$ cat config.mk
export PLATFORM = sky130hd
export DESIGN_NAME = rmc_config_regs
export DESIGN_NICKNAME = d
export VERILOG_FILES = /design/src/shared/rmc_pkg.sv /design/src/core/rmc_config_regs.sv
export VERILOG_INCLUDE_DIRS = /design/src /design/src/shared
export SDC_FILE = /design/constraint.sdc
export NUM_CORES = 1
export LEC_CHECK = 0
export BUFFER_PORTS_ARGS = -buffer_cell sky130_fd_sc_hd__buf_2
export CELL_PAD_IN_SITES_DETAIL_PLACEMENT = 0
export CELL_PAD_IN_SITES_GLOBAL_PLACEMENT = 1
export CORE_UTILIZATION = 36
export DETAILED_ROUTE_END_ITERATION = 10
export PLACE_DENSITY = 0.85
export SYNTH_ARGS = -nofsm -noshare
export SYNTH_HDL_FRONTEND = slang
export SYNTH_SLANG_ARGS = --single-unit
$ cat constraint.sdc
create_clock -name hclk -period 4.3 [get_ports hclk]
set_input_delay 0.215 -clock hclk [delete_from_list [all_inputs] [get_ports hclk]]
set_output_delay 0.215 -clock hclk [all_outputs]
set_load 0.005 [all_outputs]
$ cat src/shared/rmc_regs.svh
// register indices, field positions, reset values of the modem config bank
`ifndef RMC_REGS_SVH
`define RMC_REGS_SVH
// register indices; byte address is four times the index
`define RMC_IDX_CODING    16'hDF0F
`define RMC_IDX_MANTISSA  16'hDF10
`define RMC_IDX_DEVIATION 16'hDF11
// coding/preamble register fields
`define RMC_FEC_BIT       7
`define RMC_PRE_HI        6
`define RMC_PRE_LO        4
`define RMC_SPE_HI        1
`define RMC_SPE_LO        0
// deviation register fields
`define RMC_DEVE_HI       6
`define RMC_DEVE_LO       4
// reset values
`define RMC_RST_FEC       1'h0
`define RMC_RST_PRE       3'h2
`define RMC_RST_SPE       2'h2
`define RMC_RST_MANT      8'hF8
`define RMC_RST_DEVE      3'h4
// implied leading terms of the mantissas
`define RMC_SPC_OFFSET    12'h100
`define RMC_DEV_OFFSET    11'h008
`endif

$ cat src/shared/rmc_pkg.sv
// types shared by the modem configuration register bank
package rmc_pkg;
    typedef enum logic [1:0]
    {
        RMC_SEL_NONE = 2'b00,
        RMC_SEL_CODE = 2'b01,
        RMC_SEL_MANT = 2'b10,
        RMC_SEL_DEV  = 2'b11
    } rmc_sel_type;
endpackage

$ cat src/core/rmc_config_regs.sv
// modem configuration register bank on an AHB-Lite slave port
`timescale 1ns/1ps
`include "rmc_regs.svh"

// Behaviour
// - bit 7 enables payload error correction
// - bits 6:4 select minimum preamble bytes
// - eight-bit spacing mantissa, reset F8
// - spacing is (256+mantissa) shifted by exponent
// - target is base plus spacing times channel
// - deviation is (8+mantissa) shifted by exponent
module rmc_config_regs #(
    parameter int FREQ_W = 32
)(
    // clock and reset
    input  wire logic              hclk,
    input  wire logic              hresetn,
    // ahb-lite slave
    input  wire logic              hsel,
    input  wire logic [31:0]       haddr,
    input  wire logic [1:0]        htrans,
    input  wire logic              hwrite,
    input  wire logic [2:0]        hsize,
    input  wire logic [31:0]       hwdata,
    input  wire logic              hready,
    output logic      [31:0]       hrdata,
    output logic                   hreadyout,
    output logic                   hresp,
    // packet and synthesiser context
    input  wire logic              length_mode_fixed,
    input  wire logic [7:0]        hop_index,
    input  wire logic [FREQ_W-1:0] base_freq,
    input  wire logic [2:0]        deviation_mantissa,
    // configuration to the modem
    output logic                   error_correction_enable,
    output logic                   error_correction_active,
    output logic      [4:0]        preamble_bytes,
    output logic      [7:0]        spacing_mantissa,
    output logic      [1:0]        spacing_exponent,
    output logic      [11:0]       spacing_step,
    output logic      [FREQ_W-1:0] target_freq,
    output logic      [2:0]        deviation_exponent,
    output logic      [10:0]       deviation_step
);

    initial
    begin
        if (FREQ_W < 21)
            $error("FREQ_W too narrow for base plus channel offset");
    end

    // ****************************************************
    // functions
    // ****************************************************
    function automatic logic [4:0] preamble_count(input logic [2:0] code);
        logic [4:0] n;
        n = 5'h02;
        unique case (code)
            3'h0: n = 5'h02;
            3'h1: n = 5'h03;
            3'h2: n = 5'h04;
            3'h3: n = 5'h06;
            3'h4: n = 5'h08;
            3'h5: n = 5'h0C;
            3'h6: n = 5'h10;
            3'h7: n = 5'h18;
        endcase
        return n;
    endfunction

    function automatic logic [11:0] spc_step(input logic [7:0] m,
                                             input logic [1:0] e);
        logic [11:0] base;
        base = `RMC_SPC_OFFSET + {4'h0, m};
        return 12'(base << e);
    endfunction

    function automatic logic [10:0] dev_step(input logic [2:0] m,
                                             input logic [2:0] e);
        logic [10:0] base;
        base = `RMC_DEV_OFFSET + {8'h00, m};
        return 11'(base << e);
    endfunction

    function automatic rmc_pkg::rmc_sel_type decode(input logic [31:0] a);
        rmc_pkg::rmc_sel_type s;
        s = rmc_pkg::RMC_SEL_NONE;
        if (a[1:0] == 2'h0)
        begin
            if (a[31:2] == {14'h0000, `RMC_IDX_CODING})
                s = rmc_pkg::RMC_SEL_CODE;
            else if (a[31:2] == {14'h0000, `RMC_IDX_MANTISSA})
                s = rmc_pkg::RMC_SEL_MANT;
            else if (a[31:2] == {14'h0000, `RMC_IDX_DEVIATION})
                s = rmc_pkg::RMC_SEL_DEV;
        end
        return s;
    endfunction

    // ****************************************************
    // bus address phase capture
    // ****************************************************
    rmc_pkg::rmc_sel_type sel_ff;
    logic                 wr_ff;
    logic                 rd_ff;
    logic                 take;

    // zero wait states: every transfer completes in its first data cycle
    assign take      = hsel && hready && htrans[1];
    assign hreadyout = 1'b1;
    assign hresp     = 1'b0;

    always_ff @(posedge hclk or negedge hresetn)
    begin
        if (!hresetn)
        begin
            sel_ff <= rmc_pkg::RMC_SEL_NONE;
            wr_ff  <= 1'b0;
            rd_ff  <= 1'b0;
        end
        else if (hready)
        begin
            sel_ff <= take ? decode(haddr) : rmc_pkg::RMC_SEL_NONE;
            wr_ff  <= take && hwrite;
            rd_ff  <= take && !hwrite;
        end
    end

    // ****************************************************
    // register storage
    // ****************************************************
    logic       fec_ff;
    logic [2:0] pre_ff;
    logic [1:0] spe_ff;
    logic [7:0] mant_ff;
    logic [2:0] deve_ff;
    logic       wr_code;
    logic       wr_mant;
    logic       wr_dev;

    assign wr_code = wr_ff && (sel_ff == rmc_pkg::RMC_SEL_CODE);
    assign wr_mant = wr_ff && (sel_ff == rmc_pkg::RMC_SEL_MANT);
    assign wr_dev  = wr_ff && (sel_ff == rmc_pkg::RMC_SEL_DEV);

    // unused bits are not stored at all
    always_ff @(posedge hclk or negedge hresetn)
    begin
        if (!hresetn)
        begin
            fec_ff <= `RMC_RST_FEC;
            pre_ff <= `RMC_RST_PRE;
            spe_ff <= `RMC_RST_SPE;
        end
        else if (wr_code)
        begin
            fec_ff <= hwdata[`RMC_FEC_BIT];
            pre_ff <= hwdata[`RMC_PRE_HI:`RMC_PRE_LO];
            spe_ff <= hwdata[`RMC_SPE_HI:`RMC_SPE_LO];
        end
    end

    always_ff @(posedge hclk or negedge hresetn)
    begin
        if (!hresetn)
            mant_ff <= `RMC_RST_MANT;
        else if (wr_mant)
            mant_ff <= hwdata[7:0];
    end

    always_ff @(posedge hclk or negedge hresetn)
    begin
        if (!hresetn)
            deve_ff <= `RMC_RST_DEVE;
        else if (wr_dev)
            deve_ff <= hwdata[`RMC_DEVE_HI:`RMC_DEVE_LO];
    end

    // ****************************************************
    // read data
    // ****************************************************
    always_comb
    begin
        hrdata = 32'h0000_0000;
        if (rd_ff)
        begin
            unique case (sel_ff)
                rmc_pkg::RMC_SEL_CODE:
                    hrdata = {24'h0, fec_ff, pre_ff, 2'h0, spe_ff};
                rmc_pkg::RMC_SEL_MANT:
                    hrdata = {24'h0, mant_ff};
                rmc_pkg::RMC_SEL_DEV:
                    hrdata = {24'h0, 1'b0, deve_ff, 4'h0};
                rmc_pkg::RMC_SEL_NONE:
                    hrdata = 32'h0000_0000;
            endcase
        end
    end

    // ****************************************************
    // derived configuration
    // ****************************************************
    logic [FREQ_W-1:0] offset;

    assign error_correction_enable = fec_ff;
    assign spacing_mantissa        = mant_ff;
    assign spacing_exponent        = spe_ff;
    assign deviation_exponent      = deve_ff;
    assign offset = FREQ_W'(spacing_step) * FREQ_W'(hop_index);

    always_ff @(posedge hclk or negedge hresetn)
    begin
        if (!hresetn)
            error_correction_active <= 1'b0;
        else
            error_correction_active <= fec_ff && length_mode_fixed;
    end

    always_ff @(posedge hclk or negedge hresetn)
    begin
        if (!hresetn)
            preamble_bytes <= 5'h04;
        else
            preamble_bytes <= preamble_count(pre_ff);
    end

    always_ff @(posedge hclk or negedge hresetn)
    begin
        if (!hresetn)
            spacing_step <= 12'h000;
        else
            spacing_step <= spc_step(mant_ff, spe_ff);
    end

    always_ff @(posedge hclk or negedge hresetn)
    begin
        if (!hresetn)
            target_freq <= '0;
        else
            target_freq <= FREQ_W'(base_freq + offset);
    end

    always_ff @(posedge hclk or negedge hresetn)
    begin
        if (!hresetn)
            deviation_step <= 11'h000;
        else
            deviation_step <= dev_step(deviation_mantissa, deve_ff);
    end
endmodule

==> results of run 1 <==
[worst reg2reg max path, delay by kind of cell, from the launching register on]
family	cells	cell delay (ns)
DFF	1	0.45
and+or+nand+nor	2	0.27
adders and majority gates	5	2.12
buffers and inverters	3	0.24
xor gates and xnor gates	1	0.13
AOI/OAI and AO/OA	4	1.07
[metal layers]
metal | up-vias | global-route usage (%) | wire length [um]
met5 | - | 0 | 23
met4 | 4 | 4.377 | 209
met3 | 20 | 4.338 | 1029
met2 | 172 | 33.43 | 9069
met1 | 2771 | 20.30 | 7121
li1 | 2814 | - | -
[where the power goes]
part | internal, W | switching, W
Combinational | 0.00349 | 0.00328
Clock | 0.000586 | 0.000325
Sequential | 0.000998 | 0.0000979
Total | 0.00507 | 0.00370
[cells by family after synthesis]
| family | Yosys count | share of synthesized area, % |
|---|---|---|
| mux | 30 | 4.735 |
| xor+xnor | 25 | 2.991 |
| buf+inv | 185 | 10.97 |
| simple gates | 219 | 15.47 |
| flops | 82 | 28.19 |
| compound gates | 95 | 8.513 |
| other cells | 2 | 0.1026 |
| fa+ha+maj | 123 | 29.03 |
[flip-flops by register name, summed over array words and instances, names as in the netlist]
register and cells:
deviation_exponent 3, deviation_step 11, error_correction_active 1, error_correction_enable 1, pre_ff 3, preamble_bytes 5
rd_ff 1, sel_ff 2, spacing_exponent 2, spacing_mantissa 8, spacing_step 12, target_freq 32
wr_ff 1
[per-stage QoR]
| stage | power, W | hold WS (ns) |
|---|---|---|
| after detailed placement | 0.006179 | 0.1669 |
| after CTS | 0.008152 | 0.03276 |
| after global placement | 0.006094 | 0.1659 |
| after global routing | 0.009656 | 0.04817 |
| final | 0.008773 | 0.04436 |
| after floorplan | 0.004499 | -0.08059 |
[cell usage after synthesis, types with 3 or more instances]
library cell  count  area [um2]
buf_4            26       195.2
a211oi_1          7       52.55
mux2_2           17       191.4
ha_1             45       563.0
inv_1           140       525.5
and2_1           64       400.4
a22oi_1           3       22.52
a21o_1            7       52.55
xor2_1           11       96.34
clkbuf_1         15       56.30
o21ai_0          18       90.09
nand3_1           6       30.03
a31oi_1           3       18.77
o211ai_1          4       30.03
xnor2_1          14       122.6
nand2_1          73       274.0
dfstp_2           9       236.5
and3_1           12       75.07
nor2_1           26       97.59
mux2i_1          11       110.1
fa_1             78        1562
nor3_1            7       35.03
nor2b_1           4       25.02
nand4b_1          4       35.03
nand2b_1          7       43.79
nor4_1            4       25.02
a21oi_1          34       170.2
dfrtp_1          73        1827
[worst max path at each step]
stage | from | end | slack (ns) | cells after the start
3_5_place_dp | spacing_step[2] | target_freq[13] | -0.22 | 16
6_report | spacing_step[8] | target_freq[21] | -0.04 | 15
5_1_grt | spacing_step[3] | target_freq[28] | -0.21 | 16
3_3_place_gp | spacing_step[6] | target_freq[21] | -0.17 | 14
2_1_floorplan | spacing_step[5] | target_freq[21] | -0.01 | 15
4_1_cts | spacing_step[8] | target_freq[28] | -0.05 | 15
[repair_timing]
item,CTS,global route
resized for setup,58,36
hold buffers,1,0
gates cloned,0,0
pin swaps,43,33
buffers inserted,7,3
setup endpoints to repair,20,19
hold endpoints to repair,29,0
[layout make-up]
cell class,count,area (um2)
antenna,2,5.005
clock buffer,12,246.5
clock inverter,4,98.84
fill,1813,10140
inverter,140,525.5
multi-input combinational,518,4908
sequential,82,2073
tap,265,331.6
timing repair buffer,237,1384
==> results.md, run 1 <==
* Outcome: finished with violations
* Violated checks: negative setup slack
* CP delay by family, top: adder cells
* Worst hold stages at 2
* Vias per cell at 4.588
* Post-synth EDFFs at 0
* Die Y at 144.6 um
* Wire per inst at 13.85 um
* Via count at 5781
* Largest net degree at the start of global routing at 54
* Post-place setup slack at -0.2244 ns
* All-Layer GR Usage at 17.92%
* Final hold viol count at 0
* Die area at 0.02091 mm2
* Distinct cells, synth at 57
* Clock transition at path regs at 0.06 ns
* Crit. End Element: flop
* Commonest cells after routing, fill and taps aside: 171 x buf_2, 132 x inv_1, 73 x fa_1
* Layout Nets at 1229
* Slew Limit Headroom at 55.25%
* Pwr Density at 916.4 mW/mm2
* Synth Cell Area at 0.007320 mm2
* Synth-to-Final Area Change at 30.79%
* DRT Pass-1 Iters at 4
* Synthesized instance count at 761
* Hold path endpoint: target_freq[31]
* Initial antenna violation count at 4
* Vias in the first global route at 5945
* Final WL at 17.45 mm
* Crit-path most repeated cell: fa_1
* # IOs at 227
* Placed cell area at 0.008747 mm2
* Clk sink count at 82
* Leak at 4.951 nW
* Final std cells w/o fill at 1260
* Clk_skew at 0.008756 ns
* Final HPWL DP at 14.34 mm
* Fin. max-slew vios at 0
* Commonest non-fill, non-tap cell in the layout: buf_2
* Global-route wire length before repair at 28.70 mm
* Worst slew pin tran at 0.6713 ns
* RSZ-0062 raised after global routing: yes
* Row cnt at 51
* Reg2Reg Setup Slack at -0.04 ns
* CTS buffer count at 9
* Die X-Extent at 144.6 um
* Initial core utilization at 37.12%
* Number of routed nets with antenna violations at 0
* Max frequency at 230.5 MHz
* CTS H-tree lvls at 3
* CP cell instances: buf_6 -> and2_4 -> fa_1 -> fa_1 -> fa_1 -> inv_1 -> fa_1 -> inv_2 -> ha_4 -> a211o_1 -> a221oi_4 -> nand2_2 -> o21a_4 -> a31oi_4 -> xnor2_1
* PnR worst setup slack at -0.03752 ns
* RePlAce Congestion at 0.8251
* Buf/Inv on CP at 3
* Core Area at 0.01972 mm2
* Clk_lat worst skew at 0.35 ns
* #FFs+latches synth at 82
* Worst path slowest cell: fa_1
* Maximum clock insertion buffer count at 2
* DR iter-0 viols at 134
* CP arrival at 4.61 ns
* Final instance area at 0.009573 mm2
* Max VDD drop at 640.4 uV
* Top FF cell, synth: dfrtp_1
* Reg2reg path depth at 15
* Async set-or-reset flop fraction in the synthesized netlist at 100.0%
* Final setup viols at 3
* Worst hold path class: in2reg
* Root Driver: clkbuf_16
* HP Start: base_freq[31]
* CP Max Fanout at 5
* Post-synthesis sequential area ratio at 28.19%
* Mean Syn Cell Area at 9.618 um2
* Max-cap violations at 0
* Setup_tns at -0.06764 ns
* GR Overflow Total at 0
* Crit start category: flop
* Layout cell share with drive strength beyond 1 at 36.15%
* Period utilization at 100.9%
* Launch point of the worst reg-to-reg path: spacing_step[8]
* CTS tree: yes
* Crit-path max cell delay at 0.54 ns
* DRC Markers at 0
* Fin util at 48.55%
* Setup Crit Path Kind: reg2reg
* Syn. warnings at 0
* PortBufs at 172
* Placed insts at 1231
* CP required at 4.57 ns
* RR Endpoint: target_freq[21]
* Minimum clock period at 4.338 ns
Note: power is estimated with default switching activity, not from simulation.
==> inputs of run 2 (changes only) <==
--- a/config.mk
+++ b/config.mk
@@ -9,9 +9,9 @@
 export BUFFER_PORTS_ARGS = -buffer_cell sky130_fd_sc_hd__buf_2
 export CELL_PAD_IN_SITES_DETAIL_PLACEMENT = 0
 export CELL_PAD_IN_SITES_GLOBAL_PLACEMENT = 1
-export CORE_UTILIZATION = 36
+export CORE_UTILIZATION = 39
 export DETAILED_ROUTE_END_ITERATION = 10
-export PLACE_DENSITY = 0.85
+export PLACE_DENSITY = 0.87
 export SYNTH_ARGS = -nofsm -noshare
 export SYNTH_HDL_FRONTEND = slang
 export SYNTH_SLANG_ARGS = --single-unit
==> constraint.sdc (replaced) <==
create_clock -name hclk -period 4 [get_ports hclk]
set_input_delay 0.2 -clock hclk [delete_from_list [all_inputs] [get_ports hclk]]
set_output_delay 0.2 -clock hclk [all_outputs]
set_load 0.005 [all_outputs]
==> run 2 against run 1 <==
Effect of this change: sequential share of layout area shrank 0.14 points; largest cell class unchanged; critical endpoint is now target_freq[29]; global-route usage grew 1.4 points; the run ends with design-rule violations, negative setup slack left; first-iteration DRC count grew 46%.
==> results.md, run 2 (same netlist as run 1, synthesis figures left out) <==
* Wire per inst at 14.43 um (+4.2%)
* Crit start category: flop
* Clock transition at path regs at 0.08 ns (+0.02 ns)
* Setup_tns at -4.001 ns (-3.933 ns)
* RSZ-0062 raised after global routing: yes
* Vias in the first global route at 6063 (+2.0%)
* Max-cap violations at 0 (unchanged)
* Initial antenna violation count at 4 (unchanged)
* Root Driver: clkbuf_16
* CP required at 4.25 ns (-0.32 ns)
* GR Overflow Total at 0 (unchanged)
* CTS buffer count at 9 (unchanged)
* Max VDD drop at 856.3 uV (+34%)
* Core Area at 0.01815 mm2 (-8.0%)
* Die area at 0.01932 mm2 (-7.6%)
* Commonest non-fill, non-tap cell in the layout: buf_2
* Maximum clock insertion buffer count at 2 (unchanged)
* DRT Pass-1 Iters at 11 (+7)
* Worst slew pin tran at 0.6331 ns (-0.03814 ns)
* Setup Crit Path Kind: reg2reg
* # IOs at 227 (unchanged)
* Clk_skew at 0.01471 ns (+0.005954 ns)
* Crit. End Element: flop
* Switching share of total power at 44.58% (+2.4 points)
* Minimum clock period at 4.308 ns (-0.02934 ns)
* Clock power frac at 8.7% (-1.7 points)
* Worst path slowest cell: fa_1
* Leak at 4.994 nW (+0.87%)
* CP startpoint: spacing_step[7]
* Fin. max-slew vios at 0 (unchanged)
* Max frequency at 232.1 MHz (+0.68%)
* Internal power at 0.005434 W (+7.2%)
* DRC Markers at 6 (+6)
* Die Y at 139.0 um (-3.9%)
* Fill cells at 1658 (-8.5%)
* Die X-Extent at 139.0 um (-3.9%)
* Global-route wire length before repair at 29.27 mm (+2.0%)
* Fin util at 53.12% (+4.6 points)
* Layout Nets at 1238 (+0.73%)
* CP arrival at 4.56 ns (-0.05 ns)
* Final WL at 17.76 mm (+1.8%)
* HP Start: base_freq[31]
* CTS H-tree lvls at 3 (unchanged)
* Number of routed nets with antenna violations at 0 (unchanged)
* PnR worst setup slack at -0.3082 ns (-0.2707 ns)
* Pwr Density at 1017 mW/mm2 (+11%)
* Launch point of the worst reg-to-reg path: spacing_step[7]
* Max FFs per register at 32 (unchanged)
* DR iter-0 viols at 195 (+46%)
* Min Hold Slack at 0.01235 ns (-0.03201 ns)
* Vias per cell at 4.828 (+5.2%)
* Slew Limit Headroom at 57.79% (+2.5 points)
* Clk sink count at 82 (unchanged)
* Largest reg by FF count: target_freq
* Flop pwr share at 12.0% (-0.5 points)
* Largest regs: target_freq: 32 flops, spacing_step: 12 flops, deviation_step: 11 flops
* Gate power share at 79.3% (+2.2 points)
* Period utilization at 107.7% (+6.8 points)
* N_diodes at 0 (-2)
* Worst hold path class: in2reg
* RePlAce Congestion at 0.8821 (+6.9%)
* CP cell instances: buf_6 -> and2_4 -> fa_1 -> fa_1 -> fa_1 -> inv_2 -> fa_1 -> inv_2 -> ha_4 -> a211o_1 -> a221oi_2 -> nand2_1 -> o211ai_1 -> a21oi_1 -> xor2_1
* Synth-to-Final Area Change at 31.71%
* Final setup viols at 21 (+18)
* Final hold viol count at 0 (unchanged)
* Commonest cells after routing, fill and taps aside: 171 x buf_2, 129 x inv_1, 72 x fa_1
* CTS tree: yes
* Crit-path most repeated cell: fa_1
* Violated checks: design-rule violations, negative setup slack
* Sw Pwr at 0.004371 W (+18%)
* Row cnt at 49 (-3.9%)
* Layout cell share with drive strength beyond 1 at 39.62% (+3.5 points)
* PortBufs at 172 (unchanged)
* Via count at 5943 (+2.8%)
* Final HPWL DP at 14.18 mm (-1.1%)
* Initial core utilization at 40.33% (+3.2 points)
* Outcome: finished with violations
* All-Layer GR Usage at 19.33% (+1.4 points)
* Crit-path max cell delay at 0.54 ns (about the same)
* CP Max Fanout at 5 (unchanged)
* Clk_lat worst skew at 0.37 ns (+0.02 ns)
* Largest net degree at the start of global routing at 47 (-13%)
==> run 2: cell types whose count changed in the layout (fill, tap and decap cells not counted), moves of 4 or more <==
| cell | before | now |
|---|---|---|
| nand2_2 | 5 | 11 |
| buf_4 | 57 | 61 |
| o21ai_2 | 2 | 7 |
| buf_6 | 8 | 13 |
| and2_4 | 8 | 15 |
| nand2_1 | 65 | 60 |
| and2_1 | 56 | 49 |
==> run 2: power by group through the flow <==
stage / Combinational [W] / Clock (W) / Sequential (W)
3_3_place_gp: 0.00545 / 0 / 0.00119
2_1_floorplan: 0.00389 / 0 / 0.00119
6_report: 0.00777 / 0.000857 / 0.00118
3_5_place_dp: 0.00558 / 0 / 0.00119
5_1_grt: 0.00860 / 0.000918 / 0.00120
4_1_cts: 0.00705 / 0.000888 / 0.00117
==> run 2: timing repair <==
| item | 4_1_cts | 5_1_grt |
|---|---|---|
| setup endpoints to repair | 21 | 23 |
| gates cloned | 0 | 0 |
| hold endpoints to repair | 42 | 0 |
| resized for setup | 61 | 51 |
| pin swaps | 46 | 26 |
| buffers inserted | 16 | 4 |
| hold buffers | 1 | 0 |
==> run 2: worst paths after layout <==
path                            slack, ns  cells past startpoint                end
min in group asynchronous            0.40                      2     target_freq[4]
worst min register to register       0.54                      1  preamble_bytes[2]
max in group asynchronous            2.65                      3    spacing_step[3]
worst max register to register      -0.31                     15    target_freq[29]
worst max-delay path                -0.31                     15    target_freq[29]
worst min-delay path                 0.01                      2    target_freq[31]
==> run 2: critical path, delay by kind of cell (launching register included) <==
kind / cells / cell delay [ns]
AOI/OAI and AO/OA: 4 / 0.98
xor gates and xnor gates: 1 / 0.15
adders and majority gates: 5 / 2.12
buffers and inverters: 3 / 0.22
DFF: 1 / 0.44
and+or+nand+nor: 2 / 0.29
==> run 2: per-stage QoR <==
stage,area (um2),setup WS [ns],cells,total power (W)
6_report,9641,-0.3082,1231,0.009805
5_1_grt,9641,-0.4850,1231,0.01071
4_1_cts,9454,-0.3599,1228,0.009117
3_5_place_dp,8745,-0.5296,1195,0.006770
3_3_place_gp,8745,-0.4251,1195,0.006638
2_1_floorplan,7495,-0.3069,785,0.005080
==> run 2: cell type report <==
class	count	area, um2	area share [%]
sequential	82	2074	21.52
tap	229	286.5	2.972
clock buffer	9	225.2	2.336
clock inverter	7	72.57	0.7528
timing repair buffer	246	1470	15.25
multi-input combinational	518	4986	51.72
inverter	140	525.5	5.451
==> run 2: per-layer routing <==
metal	up-vias	global-route usage [%]	share of wire [%]
li1	2824	-	-
met1	2902	20.96	39
met2	178	35.73	52
met3	31	6.423	6.5
met4	8	5.322	1.8
met5	-	0	0.30
==> inputs of run 3 (changes only) <==
--- a/config.mk
+++ b/config.mk
@@ -7,9 +7,9 @@
 export NUM_CORES = 1
 export LEC_CHECK = 0
 export BUFFER_PORTS_ARGS = -buffer_cell sky130_fd_sc_hd__buf_2
-export CELL_PAD_IN_SITES_DETAIL_PLACEMENT = 0
-export CELL_PAD_IN_SITES_GLOBAL_PLACEMENT = 1
-export CORE_UTILIZATION = 39
+export CELL_PAD_IN_SITES_DETAIL_PLACEMENT = 2
+export CELL_PAD_IN_SITES_GLOBAL_PLACEMENT = 2
+export CORE_UTILIZATION = 31
 export DETAILED_ROUTE_END_ITERATION = 10
 export PLACE_DENSITY = 0.87
 export SYNTH_ARGS = -nofsm -noshare
==> run 3 against run 2 <==
Effect of this change: the flow finishes with violations (negative setup slack); via count increased by 11%; design area increased by 4.9%; count of clock-buffer cells in the layout up 2; first-iteration DRC count is 14% lower.
==> results.md, run 3 (same netlist as run 1, synthesis figures left out) <==
* Outcome: finished with violations
* Violated checks: negative setup slack
* Row cnt at 55 (+12%)
* Clk_skew at 0.01268 ns (-0.002029 ns)
* Clk sink count at 82 (unchanged)
* Fin. max-slew vios at 0 (unchanged)
* DRC Markers at 0 (-6)
* Worst hold path class: in2reg
* Switching share of total power at 48.61% (+4.0 points)
* CP required at 4.24 ns (about the same)
* PortBufs at 172 (unchanged)
* Internal power at 0.006232 W (+15%)
* Wire per inst at 24.06 um (+67%)
* Layout Nets at 1259 (+1.7%)
* Max VDD drop at 683.5 uV (-20%)
* Final hold viol count at 0 (unchanged)
* Flop pwr share at 9.8% (-2.2 points)
* Root Driver: clkbuf_16
* Largest net degree at the start of global routing at 56 (+19%)
* Final HPWL DP at 21.10 mm (+49%)
* Die Y at 155.7 um (+12%)
* Clock transition at path regs at 0.07 ns (about the same)
* All-Layer GR Usage at 25.92% (+6.6 points)
* Overall Power at 0.01213 W (+24%)
* Commonest non-fill, non-tap cell in the layout: buf_2
* Commonest cells after routing, fill and taps aside: 171 x buf_2, 121 x inv_1, 78 x buf_4
* Number of routed nets with antenna violations at 0 (unchanged)
* CP Max Fanout at 8 (+3)
* Crit start category: flop
* Setup_tns at -13.56 ns (-9.557 ns)
* Sw Pwr at 0.005894 W (+35%)
* Die X-Extent at 155.7 um (+12%)
* Via count at 6574 (+11%)
* Global-route wire length before repair at 46.46 mm (+59%)
* Synth-to-Final Area Change at 38.19%
* Core Area at 0.02292 mm2 (+26%)
* Final instance area at 0.01011 mm2 (+4.9%)
* Min Hold Slack at 0.02223 ns (+0.009874 ns)
* DR iter-0 viols at 168 (-14%)
* Clock power frac at 7.5% (-1.2 points)
* Max-cap violations at 0 (unchanged)
* RSZ-0062 raised after global routing: yes
* # IOs at 227 (unchanged)
* Fill cells at 2442 (+47%)
* Leak at 5.119 nW (+2.5%)
* GR Overflow Total at 0 (unchanged)
* Minimum clock period at 4.884 ns (+0.5760 ns)
* Max FFs per register at 32 (unchanged)
* Vias in the first global route at 7892 (+30%)
* CTS buffer count at 9 (unchanged)
* PnR worst setup slack at -0.8842 ns (-0.5760 ns)
* Vias per cell at 4.917 (+1.8%)
* RePlAce Congestion at 0.7901 (-10%)
* Setup Crit Path Kind: reg2reg
* Die area at 0.02423 mm2 (+25%)
* CTS H-tree lvls at 3 (unchanged)
* CTS tree: yes
* Layout cell share with drive strength beyond 1 at 43.60% (+4.0 points)
* Clk_lat worst skew at 0.36 ns (about the same)
* Largest regs: target_freq: 32 flops, spacing_step: 12 flops, deviation_step: 11 flops
* Worst slew pin tran at 0.7727 ns (+0.1395 ns)
* Crit. End Element: flop
* Initial antenna violation count at 4 (unchanged)
* Final WL at 32.17 mm (+81%)
* Max frequency at 204.7 MHz (-12%)
* Slew Limit Headroom at 48.49% (-9.3 points)
* Period utilization at 122.1% (+14 points)
* Maximum clock insertion buffer count at 2 (unchanged)
* Final setup viols at 23 (+9.5%)
* Gate power share at 82.7% (+3.4 points)
* Pwr Density at 1199 mW/mm2 (+18%)
* Placed cell area at 0.008887 mm2 (+1.6%)
* Largest reg by FF count: target_freq
* DRT Pass-1 Iters at 4 (-7)
* CP arrival at 5.13 ns (+0.57 ns)
* Initial core utilization at 31.94% (-8.4 points)
[run 3: power by group through the flow]
stage               Sequential [W]  Clock [W]  Combinational, W
floorplan                  0.00119          0           0.00389
global placement           0.00118          0           0.00572
detailed placement         0.00120          0           0.00628
CTS                        0.00119   0.000927           0.00808
global route               0.00121   0.000956            0.0106
finish                     0.00119   0.000911            0.0100
[run 3: routing by layer]
metal / up-vias / track usage [%] / share of wire, %
met5: - / 0 / 0.11
met4: 6 / 12.00 / 4.7
met3: 94 / 6.028 / 4.5
met2: 239 / 49.58 / 54
met1: 3358 / 26.46 / 37
li1: 2877 / - / -
[run 3: critical path, cell delays in order, from the launching register on]
cell and delay (ns):
dfrtp_2 0.48, and2_4 0.21, fa_1 0.51, fa_1 0.54, fa_1 0.53, inv_1 0.08
fa_1 0.56, inv_2 0.08, ha_4 0.25, a211o_1 0.34, a221oi_4 0.41, nand2_2 0.17
o211ai_1 0.31, a21oi_1 0.14, xor2_1 0.15
[run 3: path summary, 6_finish.rpt]
kind	start	to	slack (ns)	cells after the start
setup / recovery	spacing_step[7]	target_freq[29]	-0.88	14
hold / removal	base_freq[31]	target_freq[31]	0.02	2
setup reg to reg	spacing_step[7]	target_freq[29]	-0.88	14
hold reg to reg	pre_ff[1]	preamble_bytes[2]	0.55	1
max in group asynchronous	hresetn	deviation_exponent[2]	2.60	3
min in group asynchronous	hresetn	target_freq[6]	0.46	2
[run 3: metrics by stage]
step	setup slack (ns)	utilization, %	cells
floorplan	-0.3069	-	785
global placement	-0.4277	38.78	1284
detailed placement	-0.7650	38.78	1284
CTS	-0.5576	42.45	1322
global route	-0.9615	44.14	1337
finish	-0.8842	44.14	1337
[run 3: timing repair]
action | in CTS | in global routing
gates resized for setup | 91 | 65
endpoints found under the hold margin | 52 | 0
buffers inserted | 21 | 17
pin swaps | 39 | 64
hold buffers | 1 | 0
cloned | 0 | 0
endpoints found under the setup margin | 24 | 24
[run 3: final cells by class]
cell class              instances  area, um2  area share [%]
repair buffers                267       1643           16.24
diodes                          1      2.502         0.02474
inverters                     140      525.5           5.195
multi-input cells             518       5164           51.05
well taps                     313      391.6           3.872
flip-flops and latches         82       2073           20.50
clock buffers                  11      252.7           2.499
clock inverters                 5      62.56          0.6185
